[config.mk]
export PLATFORM = sky130hd
export DESIGN_NAME = ict_regs
export DESIGN_NICKNAME = d
export VERILOG_FILES = /design/src/design/ict_pkg.sv /design/src/design/ict_trim_map.sv /design/src/design/ict_regs.sv
export SDC_FILE = /design/constraint.sdc
export NUM_CORES = 1
export LEC_CHECK = 0
export BUFFER_PORTS_ARGS = -buffer_cell sky130_fd_sc_hd__buf_2
export CORE_MARGIN = 2
export CORE_UTILIZATION = 40
export CTS_CLUSTER_SIZE = 8
export DETAILED_ROUTE_END_ITERATION = 6
export GPL_ROUTABILITY_DRIVEN = 0
export GPL_TIMING_DRIVEN = 0
export MAX_ROUTING_LAYER = met4
export PLACE_DENSITY_LB_ADDON = 0.08
export REMOVE_ABC_BUFFERS = 1
export SYNTH_ARGS = -nofsm -noshare
export SYNTH_HDL_FRONTEND = slang
export SYNTH_SLANG_ARGS = --single-unit
[constraint.sdc]
create_clock -name CLK -period 18.6 [get_ports CLK]
set_input_delay 0.93 -clock CLK [delete_from_list [all_inputs] [get_ports CLK]]
set_output_delay 0.93 -clock CLK [all_outputs]
set_load 0.02 [all_outputs]
[src/design/ict_pkg.sv]
// Constants, types and register map for the I-channel offset and gain trims
package ict_pkg;

  // Printed register indices; byte address is four times the index
  localparam int ICT_IDX_OFS  = 2;
  localparam int ICT_IDX_FS   = 3;
  localparam int ICT_IDX_STAT = 4;
  localparam logic [5:0] ICT_SEL_OFS  = 6'(ICT_IDX_OFS);
  localparam logic [5:0] ICT_SEL_FS   = 6'(ICT_IDX_FS);
  localparam logic [5:0] ICT_SEL_STAT = 6'(ICT_IDX_STAT);
  localparam int ICT_ADDR_LSB = 2;
  localparam int ICT_ADDR_MSB = 7;

  // Field positions
  localparam int ICT_OFS_MAG_MSB = 15;
  localparam int ICT_OFS_MAG_LSB = 8;
  localparam int ICT_OFS_SIGN    = 7;
  localparam int ICT_FS_MSB      = 15;
  localparam int ICT_FS_LSB      = 7;
  localparam int ICT_ONES_MSB    = 6;
  localparam logic [6:0] ICT_ONES = 7'h7f;

  // Reset values
  localparam logic [15:0] ICT_OFS_RST = 16'h007f;
  localparam logic [15:0] ICT_FS_RST  = 16'h807f;
  localparam logic [8:0]  ICT_FS_MID  = 9'h100;

  // Recommended full-scale code window, and the top full-scale code
  localparam logic [8:0] ICT_FS_REC_LO = 9'h0c0;
  localparam logic [8:0] ICT_FS_REC_HI = 9'h1c0;
  localparam logic [8:0] ICT_FS_TOP    = 9'h1ff;

  // Analog mapping figures
  localparam int ICT_OFS_STEP_UV = 176;
  localparam int ICT_FS_MIN_MV   = 560;
  localparam int ICT_FS_MAX_MV   = 840;
  localparam int ICT_FS_SPAN_MV  = ICT_FS_MAX_MV - ICT_FS_MIN_MV;
  localparam int ICT_FS_CODE_MAX = 511;

  // Status bits
  localparam int ICT_ST_OFS_ONES = 0;
  localparam int ICT_ST_FS_ONES  = 1;
  localparam int ICT_ST_FS_RANGE = 2;
  localparam int ICT_ST_W        = 3;

  // AHB-Lite codes
  localparam logic [1:0] ICT_HTRANS_NONSEQ = 2'b10;

  typedef struct packed {
    logic [7:0] mag;
    logic       neg;
    logic [8:0] code;
  } ict_trim_s;

  typedef enum logic [1:0] {
    ICT_PH_IDLE = 2'b00,
    ICT_PH_WR   = 2'b01,
    ICT_PH_RD   = 2'b10
  } ict_phase_e;

endpackage : ict_pkg

[src/design/ict_trim_map.sv]
// Maps trim codes to offset in microvolts and full-scale in millivolts
module ict_trim_map (
  // Trim codes
  input  ict_pkg::ict_trim_s trim,
  // Analog targets
  output logic signed [16:0] ofs_uv,
  output logic        [9:0]  fs_mv
);

  logic [16:0] mag_uv;
  logic [17:0] prod;

  // Linear offset, 176 uV per step, sign applied last
  always_comb begin
    mag_uv = 17'(int'(trim.mag) * ict_pkg::ICT_OFS_STEP_UV);
    ofs_uv = trim.neg ? -$signed(mag_uv) : $signed(mag_uv);
  end

  // Monotonic gain: 560 mV at zero to 840 mV at the top code
  always_comb begin
    prod  = 18'(int'(trim.code) * ict_pkg::ICT_FS_SPAN_MV);
    fs_mv = 10'(ict_pkg::ICT_FS_MIN_MV + int'(prod) / ict_pkg::ICT_FS_CODE_MAX);
  end

endmodule : ict_trim_map

[src/design/ict_regs.sv]
// AHB-Lite register bank for the I-channel offset and full-scale trims
//
// Register access over AHB-Lite was left to the implementer.
module ict_regs (
  // Clock and reset
  input  wire  logic                CLK,
  input  wire  logic                RSTN,
  // AHB-Lite slave
  input  wire  logic                HSEL,
  input  wire  logic [31:0]         HADDR,
  input  wire  logic [1:0]          HTRANS,
  input  wire  logic                HWRITE,
  input  wire  logic [2:0]          HSIZE,
  input  wire  logic [31:0]         HWDATA,
  input  wire  logic                HREADY,
  output logic       [31:0]         HRDATA,
  output logic                      HREADYOUT,
  output logic                      HRESP,
  // Trim outputs to the analog front end
  output logic       [7:0]          OFS_MAG,
  output logic                      OFS_NEG,
  output logic       [8:0]          FS_CODE,
  output logic signed [16:0]        OFS_UV,
  output logic       [9:0]          FS_MV
);

  ict_pkg::ict_phase_e          phase, next_phase;
  logic [5:0]                   dp_sel, next_dp_sel;
  ict_pkg::ict_trim_s           trim, next_trim;
  logic [ict_pkg::ICT_ST_W-1:0] stat, next_stat;
  logic [31:0]                  rdata, next_rdata;
  logic signed [16:0]           ofs_uv_q, map_ofs_uv;
  logic [9:0]                   fs_mv_q, map_fs_mv;
  logic                         addr_ok;
  logic [5:0]                   addr_sel;
  logic [8:0]                   wr_code;

  // Reset image of the trims, taken from the documented reset words
  localparam ict_pkg::ict_trim_s TRIM_RST = '{
    mag:  ict_pkg::ICT_OFS_RST[ict_pkg::ICT_OFS_MAG_MSB:ict_pkg::ICT_OFS_MAG_LSB],
    neg:  ict_pkg::ICT_OFS_RST[ict_pkg::ICT_OFS_SIGN],
    code: ict_pkg::ICT_FS_RST[ict_pkg::ICT_FS_MSB:ict_pkg::ICT_FS_LSB]
  };

  // Analog mapping of the held codes
  ict_trim_map u_map (
    .trim   (trim),
    .ofs_uv (map_ofs_uv),
    .fs_mv  (map_fs_mv)
  );

  // Address phase decode; any size is accepted, a narrow write still loads the word
  always_comb begin
    addr_ok  = HSEL && (HTRANS == ict_pkg::ICT_HTRANS_NONSEQ) && HREADY;
    addr_sel = HADDR[ict_pkg::ICT_ADDR_MSB:ict_pkg::ICT_ADDR_LSB];
    wr_code  = HWDATA[ict_pkg::ICT_FS_MSB:ict_pkg::ICT_FS_LSB];
  end

  // Bus phase tracking and read data; trims never read back
  always_comb begin
    next_phase  = ict_pkg::ICT_PH_IDLE;
    next_dp_sel = dp_sel;
    next_rdata  = 32'h0;
    if (addr_ok) begin
      next_phase  = HWRITE ? ict_pkg::ICT_PH_WR : ict_pkg::ICT_PH_RD;
      next_dp_sel = addr_sel;
      if (!HWRITE && addr_sel == ict_pkg::ICT_SEL_STAT) begin
        next_rdata = {29'h0, stat};
      end
    end
  end

  // Trim and status updates in the write data phase
  always_comb begin
    next_trim = trim;
    next_stat = stat;
    case (phase)
      ict_pkg::ICT_PH_WR: begin
        case (dp_sel)
          ict_pkg::ICT_SEL_OFS: begin
            next_trim.mag = HWDATA[ict_pkg::ICT_OFS_MAG_MSB:ict_pkg::ICT_OFS_MAG_LSB];
            next_trim.neg = HWDATA[ict_pkg::ICT_OFS_SIGN];
          end
          ict_pkg::ICT_SEL_FS: begin
            // Applied at once; no calibration request is raised
            next_trim.code = wr_code;
          end
          ict_pkg::ICT_SEL_STAT: begin
            next_stat = stat & ~HWDATA[ict_pkg::ICT_ST_W-1:0];
          end
          default: begin
            next_stat = stat;
          end
        endcase
        // Sticky flags for host slips; set after clear so a set wins
        if (dp_sel == ict_pkg::ICT_SEL_OFS
            && HWDATA[ict_pkg::ICT_ONES_MSB:0] != ict_pkg::ICT_ONES) begin
          next_stat[ict_pkg::ICT_ST_OFS_ONES] = 1'b1;
        end
        if (dp_sel == ict_pkg::ICT_SEL_FS) begin
          if (HWDATA[ict_pkg::ICT_ONES_MSB:0] != ict_pkg::ICT_ONES) begin
            next_stat[ict_pkg::ICT_ST_FS_ONES] = 1'b1;
          end
          if (wr_code < ict_pkg::ICT_FS_REC_LO || wr_code > ict_pkg::ICT_FS_REC_HI) begin
            next_stat[ict_pkg::ICT_ST_FS_RANGE] = 1'b1;
          end
        end
      end
      ict_pkg::ICT_PH_IDLE, ict_pkg::ICT_PH_RD: begin
        next_trim = trim;
      end
      default: begin
        next_trim = trim;
      end
    endcase
  end

  // Registers; trims hold until rewritten or reset
  always_ff @(posedge CLK) begin
    if (!RSTN) begin
      phase    <= ict_pkg::ICT_PH_IDLE;
      dp_sel   <= 6'h00;
      trim     <= TRIM_RST;
      stat     <= 3'h0;
      rdata    <= 32'h0;
      ofs_uv_q <= 17'sh00000;
      fs_mv_q  <= 10'h000;
    end else begin
      phase    <= next_phase;
      dp_sel   <= next_dp_sel;
      trim     <= next_trim;
      stat     <= next_stat;
      rdata    <= next_rdata;
      ofs_uv_q <= map_ofs_uv;
      fs_mv_q  <= map_fs_mv;
    end
  end

  // Zero-wait slave, always OKAY; other outputs all from flops
  assign HRDATA    = rdata;
  assign HREADYOUT = 1'b1;
  assign HRESP     = 1'b0;
  assign OFS_MAG   = trim.mag;
  assign OFS_NEG   = trim.neg;
  assign FS_CODE   = trim.code;
  assign OFS_UV    = ofs_uv_q;
  assign FS_MV     = fs_mv_q;

  logic [16:0] ofs_abs;
  always_comb begin
    ofs_abs = OFS_UV[16] ? 17'(-OFS_UV) : 17'(OFS_UV);
  end
endmodule : ict_regs

Word-level counts from Yosys, hierarchy flattened

Cells that the tools add are included.

Add/subtract/negate cells: 2
$mul: 2
Div/mod/pow operators: 1
Order comparisons: 2
Eq/ne operators: 7
Mux-type cells: 7
Bitwise operators: 2
Reduce and logical (&&, ||, !) cells: 13

Operator list:

| cell                                                                          | number |
|---|---|
| 19-bit by 10-bit divider with 32-bit output (second input constant)           | 1 |
| 17-bit two-way mux                                                            | 1 |
| 17-bit negator                                                                | 1 |
| 9-bit by 6-bit multiplier with 15-bit output (second input constant)          | 1 |
| 6-bit by 2-bit equality test with 1-bit output (second input constant)        | 2 |
| 6-bit by 3-bit equality test with 1-bit output (second input constant)        | 2 |
| 8-bit by 4-bit multiplier with 12-bit output (second input constant)          | 1 |
| 10-bit adder (first input constant)                                           | 1 |
| 2-bit AND reduction                                                           | 5 |
| 9-bit greater-than comparator (second input constant)                         | 1 |
| 9-bit by 8-bit less-than comparator with 1-bit output (second input constant) | 1 |
| 7-bit != test (second input constant)                                         | 1 |
| 1-bit logical AND                                                             | 4 |
| 2-bit two-way mux                                                             | 2 |
| 3-bit AND                                                                     | 1 |
| 1-bit two-way mux                                                             | 3 |
| 3-bit two-way mux                                                             | 1 |
| 3-bit inverter                                                                | 1 |
| 3-bit AND reduction                                                           | 1 |
| 2-bit by 1-bit equality test with 1-bit output (second input constant)        | 1 |
| 2-bit equality test (second input constant)                                   | 1 |
| 2-bit nonzero test                                                            | 1 |
| 1-bit logical NOT                                                             | 1 |
| 1-bit logical OR                                                              | 1 |

Register bits after elaboration: 88
Output and inout port bits: 79

Depth between registers and ports, before layout

Gate-level depths: netlist of run 1.

Depth after elaboration: 5
Depth in mapped cells: 35
Depth with buffers taken out: 30

Cells and area by module

Synthesis of run 1 repeated with hierarchy kept, for this count alone.

Cells, all modules: 781
Area, all modules: 6323.6 µm²

By module, submodules not included:

| module       | times used | cells an instance | area an instance (µm²) |
|---|---|---|---|
| ict_trim_map | 1          | 547               | 4056.4 |
| ict_regs     | 1          | 234               | 2267.2 |

Worst setup path before layout of run 1

Ideal clock, no wire load.

Path type: reg-to-reg
Start point: register FS_CODE[7] (netlist name)
End point: register fs_mv_q[0] (netlist: FS_MV[0])
Library setup time: 122 ps
Arrival: 8167 ps
Data required time: 18478 ps
Slack: 10311 ps
Stages on the path, launching flop included: 34
Path buffers: 4
Path through: dfxtp_1 > ha_1 > ha_1 > inv_1 > fa_1 > inv_1 > ha_1 > a21oi_1 > o31a_4 > o2bb2ai_1 > or2_1 > buf_2 > nor4_4 > mux2i_1 > nand2_1 > buf_2 > o31a_1 > buf_4 > o32a_1 > a211o_1 > o22a_4 > buf_6 > nor4_1 > mux2_2 > or2_1 > nand2_1 > a31oi_2 > nor3_1 > and2_1 > a21oi_1 > ha_1 > a21oi_1 > o41a_1 > a221o_1

Word-level cells in the longest chain between the ends: 3

Ends and longest elaborated chain:

| item                                         | RTL line           | source |
|---|---|---|
| 9-bit by 6-bit multiplier with 15-bit output | ict_trim_map.sv:21 | `prod = 18'(int'(trim.code) * ict_pkg::ICT_FS_SPAN_MV);` |
| 19-bit by 10-bit divider with 32-bit output  | ict_trim_map.sv:22 | `fs_mv = 10'(ict_pkg::ICT_FS_MIN_MV + int'(prod) / ict_pkg::ICT_FS_CODE_MAX);` |
| 10-bit adder                                 | ict_trim_map.sv:22 |  |
| end signal, assigned                         | ict_regs.sv:135    | `fs_mv_q <= map_fs_mv;` |
| end, declared                                | ict_regs.sv:33     | `logic [9:0] fs_mv_q, map_fs_mv;` |

No other way between the ends.
A chain may end at the register's enable or synchronous reset.

Final worst setup path of run 1

Start point: register FS_CODE[8] (netlist name)
End point: register fs_mv_q[0] (netlist: FS_MV[0])

Word-level cells in the longest chain between the ends: 3

Ends and longest elaborated chain:

| item                                         | RTL line |
|---|---|
| 9-bit by 6-bit multiplier with 15-bit output | ict_trim_map.sv:21 |
| 19-bit by 10-bit divider with 32-bit output  | ict_trim_map.sv:22 |
| 10-bit adder                                 | ict_trim_map.sv:22 |

No other way between the ends.

==> reports/results.txt, run 1 <==
Post-Syn Area - 6180 um2
Die Width - 128 um
Slew Limit Fails - 0
Port-buffer cells - 72
Finish-stage setup viols - 0
WL met1 - 7.21 mm
Iter 0 DRT Violations - 463
Hold Vio Cnt, Final - 0
DRT antenna net count - 0
Part of the cycle the worst path needs - 51.3%
Final net count - 965
Root Buffer - clkbuf_16
CTS Buf Count - 5
Metal2 WL - 7.41 mm
Dpl hpwl - 12.4 mm
Area share of fa/ha/maj cells after synthesis - 14.2%
Clk_skew - 0.00844 ns
CP max stage delay - 0.68 ns
Main synth FF type - dfxtp_1
Initial antenna violation count - 0
Global Route Usage Sum - 19.1%
Slowest CP cell - mux2i_1
Synth cell types - 91
Vias in the first global route - 5,337
CP Launch Type - flop
N_diodes - 0
DRC Markers - 0
Final Cell Area - 6690 um2
Worst min path class - flop to flop
Wire per inst - 15.2 um
Post-synthesis average cell area - 7.99 um2
Slew margin rel. - 41.5%
WS Path Type - flop to flop
Reg2Reg Depth - 30
Critical R2R Capture - FS_MV[0]
Power Density - 34.5 nW/um2
Highest Signal Layer - met4
Full die area - 16,500 um2
Post-Route WL - 15.4 mm
Synth Area in XOR/XNOR - 6.20%
Hold_sp - stat[2]
Rows - 45
Max Cap Viol - 0
Initial core utilization - 40.8%
FF-to-FF Start - FS_CODE[8]
RSZ-0062 raised after global routing - no
Met3 routed WL - 627 um
Skew-Pair Late Insertion Delay - 0.30 ns
Overall via count from detail_route - 5,749
Pin count of the biggest net entering global routing - 32
Post-CTS Setup Inserts - 0
Post-placement cell area - 6540 um2
Simple-gate portion of the synthesized area - 22.4%
H-tree depth - 2
Tot Pwr - 0.000231 W
Post-CTS sizing - 0
Inst Count DP - 1,008
Worst Setup End Kind - flop
Worst-margin pin slew - 0.870 ns
Reg-to-reg setup timing slack - 9.06 ns
Hold-fix buffers at CTS - 0
Layout Cells excl Fill - 1,016
Cells after synthesis - 773
Setup_tns - 0 ns
Core area - 15,100 um2
First-pass GRT wire length - 25.4 mm
Critical Path RT - 18.79 ns
CTS clk-pin slew, worst paths - 0.07 ns
Achievable Freq - 105 MHz
Clock Path Buffers - 2
Number of flops mapped to enable cells by yosys - 0
Crit path top cell by count - ha_1
VDD IR max - 0.0377 mV
TritonCTS clock tree - yes
Worst Hold End - stat[2]
Total clock sinks - 55
Share of layout cells above drive strength 1 - 14.9%
Via density - 5.66
Final WS setup - 9.06 ns
Leakage - 2.93 nW
CP Data Arrival Time - 9.72 ns
Worst-path fanout max - 11
Die height - 128 um
TritonRoute pass-1 iters - 5
Largest family of logic cells by synthesized area - compound AO/OA/AOI/OAI gates
Status - complete, no violations
Total gr overflow - 0
Sequential element share of the synthesized area - 17.8%
Hold depth - 2
Pre-CTS WS - 9.12 ns
Asr flop ratio synth - 0%
Post-layout minimum cycle time - 9.54 ns
Register bit total from synthesis - 55
# IOs - 153
Area Overhead vs Synth - 8.28%
Synth Area in Compound Gates - 23.9%
Post-synthesis mux area share - 5.91%
Yosys warns - 0
==> synthesized netlist by cell type, drive strengths merged, types with 17 or more instances <==
library cell	count	share of area, %
nor2	93	5.6
mux2i	32	5.2
inv	55	3.3
a21oi	45	3.9
o21ai	23	2.0
nand2	47	2.9
nand3	17	1.4
nor3	23	1.9
dfxtp	55	18
xnor2	26	3.9
buf	48	5.5
ha	54	11
==> final cells by class <==
type | count | area [um2]
Clock buffer | 5 | 125
Timing Repair Buffer | 73 | 388
Fill cell | 1555 | 8450
Tap cell | 188 | 235
Inverter | 55 | 206
Clock inverter | 3 | 23.8
Multi-Input combinational cell | 637 | 4610
Sequential cell | 55 | 1100
==> cell families (layout without fill, tap and decap cells) <==
logic type	Yosys count	in the layout
adder cells (fa/ha/maj)	64	64
other	2	35
AO/OA/AOI/OAI	191	191
multiplexers	36	36
flip-flops	55	55
buffers and inverters	114	136
AND/OR/NAND/NOR	269	269
XOR/XNOR	42	42
==> critical path, delay by kind of cell (launching register included) <==
kind | cells | cell delay, ns
compound gates | 12 | 3.50
fa+ha+maj | 5 | 1.98
buf+inv | 3 | 0.18
flops | 1 | 0.53
mux | 2 | 1.05
simple gates | 8 | 2.19
==> per-stage QoR <==
| stage | utilization, % | hold slack [ns] |
|---|---|---|
| 5_1_grt | 44.2 | 0.478 |
| 4_1_cts | 44.2 | 0.455 |
| 3_3_place_gp | 43.0 | 0.438 |
| 3_5_place_dp | 43.2 | 0.442 |
| 6_report | 44.2 | 0.450 |
| 2_1_floorplan | - | 0.430 |
==> flip-flops by register name (all words and copies together), names as in the netlist <==
register and count:
OFS_NEG 1, stat 3, dp_sel 6, HRDATA 3, FS_CODE 9, OFS_MAG 8, FS_MV 10, phase 2
OFS_UV 13
==> worst max-delay path by stage <==
stage,startpoint,end,slack (ns),cells after the start
global route,FS_CODE[7],FS_MV[0],8.27,29
detailed placement,FS_CODE[8],FS_MV[0],9.12,30
global placement,FS_CODE[7],FS_MV[0],9.15,29
finish,FS_CODE[8],FS_MV[0],9.06,30
floorplan,FS_CODE[7],FS_MV[0],10.37,30
CTS,FS_CODE[8],FS_MV[0],9.10,30
==> cell usage in the layout (no fill, tap or decap), types with 4 or more instances in the layout <==
| cell type | n |
|---|---|
| mux2_2 | 4 |
| xnor2_1 | 24 |
| dfxtp_1 | 55 |
| mux2i_1 | 32 |
| a211oi_1 | 4 |
| a21oi_1 | 43 |
| conb_1 | 35 |
| buf_2 | 72 |
| nand3_1 | 17 |
| nor2_1 | 93 |
| o211ai_1 | 12 |
| nor3_1 | 22 |
| or3_1 | 4 |
| nand2b_1 | 7 |
| and3_1 | 11 |
| a211oi_2 | 4 |
| o31ai_1 | 12 |
| o21a_1 | 5 |
| o21bai_1 | 7 |
| xor2_1 | 16 |
| o311a_1 | 4 |
| ha_1 | 54 |
| nand2_1 | 46 |
| inv_1 | 54 |
| nor4_1 | 13 |
| o31a_1 | 6 |
| nor2b_1 | 7 |
| a31oi_1 | 10 |
| fa_1 | 10 |
| clkbuf_16 | 5 |
| and2_1 | 11 |
| nand4_1 | 7 |
| or4_1 | 5 |
| o21ai_0 | 19 |
| a41oi_1 | 4 |
| a21o_1 | 8 |
| or2_2 | 4 |
==> per-layer routing <==
metal | GRT usage, % | up-vias
met1 | 24.9 | 2717
met4 | 4.65 | 0
met2 | 32.3 | 177
li1 | - | 2841
met3 | 1.46 | 14
met5 | - | -
==> power breakdown <==
part | total, W | leakage [nW] | internal [W] | switching (W)
clock | 0.0000947 | 0.0664 | 0.0000504 | 0.0000443
combinational | 0.0000168 | 2.42 | 0.00000430 | 0.0000125
sequential | 0.000119 | 0.445 | 0.000119 | 0.000000343
Power figures use the tool's default switching activity.
==> inputs of run 2 (changes only) <==
- ABC_AREA: not set -> 1
- clock period: 18.6 -> 8.6 ns (I/O delays scaled with it)
==> run 2 against run 1 <==
  * Combinational power grew 130%
  * Clock-buffer cell count is 1 higher
  * Global-route usage fell by 1.5 points
  * Clock power rose to 2.7 times the previous value
  * Maximum frequency rose by 25%
  * Core utilization rose by 1.2 points
  * Sequential share of layout area rose by 0.93 points
  * Sequential power grew 120%
  * Critical path type unchanged
  * Highest routed layer unchanged
==> reports/results.txt, run 2 <==
Status - complete, no violations
Clk_skew - 0.00677 ns
Post-layout util - 45.3%
Cells after synthesis - 918
Final net count - 1,121
Reg-to-reg setup timing slack - 0.96 ns
Die height - 124 um
Synth cell types - 41
FF-to-FF Start - FS_CODE[6]
Power Density - 87.8 nW/um2
Die Width - 124 um
Hold Vio Cnt, Final - 0
Dpl hpwl - 10.6 mm
Setup_tns - 0 ns
Post-CTS Setup Inserts - 0
Post-synth top area cell - dfxtp_1
Slowest CP cell - fa_1
Main synth FF type - dfxtp_1
CP max stage delay - 0.52 ns
Vias in the first global route - 4,794
H-tree depth - 2
Post-synthesis mux area share - 0%
Worst Setup End Kind - flop
Finish-stage setup viols - 0
Yosys warns - 0
Via density - 4.61
Post-layout minimum cycle time - 7.64 ns
Register bit total from synthesis - 55
Synth Area in XOR/XNOR - 1.82%
Sequential element share of the synthesized area - 19.1%
Total gr overflow - 0
Asr flop ratio synth - 0%
Post-Syn Area - 5770 um2
Simple-gate portion of the synthesized area - 34.6%
Post-synthesis average cell area - 6.29 um2
Core area - 14,000 um2
Part of the cycle the worst path needs - 88.9%
Most common cell after layout, fill and taps aside - nand2_1
Skew-Pair Late Insertion Delay - 0.30 ns
Port-buffer cells - 72
Synth cell count leaders - nand2_1, inv_1, nor2_1, nand3_1, dfxtp_1
Iter 0 DRT Violations - 189
Overall via count from detail_route - 5,365
Max Cap Viol - 0
Layout Cells excl Fill - 1,164
Post-CTS sizing - 0
Most common cell in the netlist - nand2_1
Initial antenna violation count - 0
Critical Path RT - 8.77 ns
VDD IR max - 0.0726 mV
N_diodes - 0
Worst-path fanout max - 13
Area Overhead vs Synth - 9.89%
Slew Limit Fails - 0
Area share of fa/ha/maj cells after synthesis - 15.2%
Clock Path Buffers - 2
Top post-synthesis cells by area - dfxtp_1, nand2_1, ha_1
Full die area - 15,400 um2
CTS Buf Count - 5
TritonRoute pass-1 iters - 4
Inst Count DP - 1,156
Most frequent cells in the layout - nand2_1, inv_1, nor2_1
DRC Markers - 0
Wire per inst - 10.9 um
Pin count of the biggest net entering global routing - 41
Global Route Usage Sum - 17.6%
Critical R2R Capture - FS_MV[0]
CP Data Arrival Time - 7.81 ns
Initial core utilization - 41.3%
Leakage - 3.56 nW
Post-Route WL - 12.7 mm
Worst setup path end - FS_MV[0]
Reg2Reg Depth - 57
Max reg flops - 13
First-pass GRT wire length - 21.5 mm
RSZ-0062 raised after global routing - no
Root Buffer - clkbuf_16
Worst min path class - primary input to flop
Crit path top cell by count - nand2_1
Largest family of logic cells by synthesized area - simple AND/OR/NAND/NOR gates
Share of layout cells above drive strength 1 - 14.2%
Hold-fix buffers at CTS - 0
Synth Area in Compound Gates - 11.5%
Share of the synthesized area in the top cell type - 19.1%
Rows - 43
DRT antenna net count - 0
Fill cells - 1,572
Number of flops mapped to enable cells by yosys - 0
Setup crit start - FS_CODE[6]
Achievable Freq - 131 MHz
Slew margin rel. - 37.6%
Worst-margin pin slew - 0.932 ns
Total clock sinks - 55
# IOs - 153
TritonCTS clock tree - yes
WS Path Type - flop to flop
CP Launch Type - flop
CTS clk-pin slew, worst paths - 0.07 ns
run 2: changes by cell type in the layout (fill, tap and decap cells not counted), sizes merged, moves of 14 or more:
cell | before | now
inv | 56 | 181
mux2i | 32 | 0
nand2 | 47 | 215
nand3 | 17 | 83
nor4 | 16 | 2
o21ai | 23 | 60
xnor2 | 26 | 1
run 2: how the worst min path moves through the flow:
stage                 start        end  slack, ns  cells after the start
global route         HWRITE   phase[1]       0.30                      2
detailed placement  stat[1]  HRDATA[1]       0.42                      2
global placement    stat[1]  HRDATA[1]       0.42                      2
finish               HWRITE   phase[1]       0.31                      2
CTS                  HWRITE   phase[1]       0.31                      2
floorplan           stat[2]  HRDATA[2]       0.40                      2
run 2: final cells by class:
cell class                      count  area (um2)  area share, %
Multi-Input combinational cell    667        3780           59.6
Sequential cell                    55        1100           17.4
Inverter                          182         684           10.8
Timing Repair Buffer               72         360           5.68
Tap cell                          180         225           3.55
Clock buffer                        6         129           2.03
Clock inverter                      2        60.1          0.947
run 2: layer usage:
metal | vias to the layer above | part of all wire [%] | track usage, %
li1 | 2966 | - | -
met1 | 2307 | 51 | 23.7
met2 | 83 | 44 | 28.2
met3 | 9 | 3.2 | 2.61
met4 | 0 | 1.1 | 3.23
met5 | - | 0 | -
run 2: worst max-delay path, delay by kind of cell, from the launching register on:
kind / cells / cell delay, ns
compound gates: 2 / 0.17
fa+ha+maj: 5 / 1.64
buf+inv: 6 / 0.32
flops: 1 / 0.44
simple gates: 44 / 4.98
run 2: logic make-up (layout without fill, tap and decap cells):
| logic type | after synthesis | count (layout) |
|---|---|---|
| fa+ha+maj | 64 | 64 |
| other cells | 2 | 35 |
| xor+xnor | 12 | 12 |
| buf+inv | 229 | 262 |
| simple gates | 432 | 432 |
| compound gates | 124 | 124 |
| flops | 55 | 55 |
run 2: power by group:
part           total [W]  switching, W  leakage (nW)  internal, W
Sequential      0.000258    0.00000127         0.446     0.000257
Combinational  0.0000384     0.0000292          3.03   0.00000916
Clock           0.000260     0.0000932        0.0911     0.000167
Total           0.000557      0.000124          3.56     0.000433
run 2: stage by stage:
step / instance area (um2) / setup WS (ns) / total power, W / hold WS (ns)
after global placement: 6150 / 0.764 / 0.000303 / 0.423
after global routing: 6340 / 0.0751 / 0.000581 / 0.301
after CTS: 6340 / 0.752 / 0.000563 / 0.308
final: 6340 / 0.955 / 0.000557 / 0.315
after floorplan: 5560 / 1.78 / 0.000288 / 0.405
after detailed placement: 6150 / 0.769 / 0.000303 / 0.424
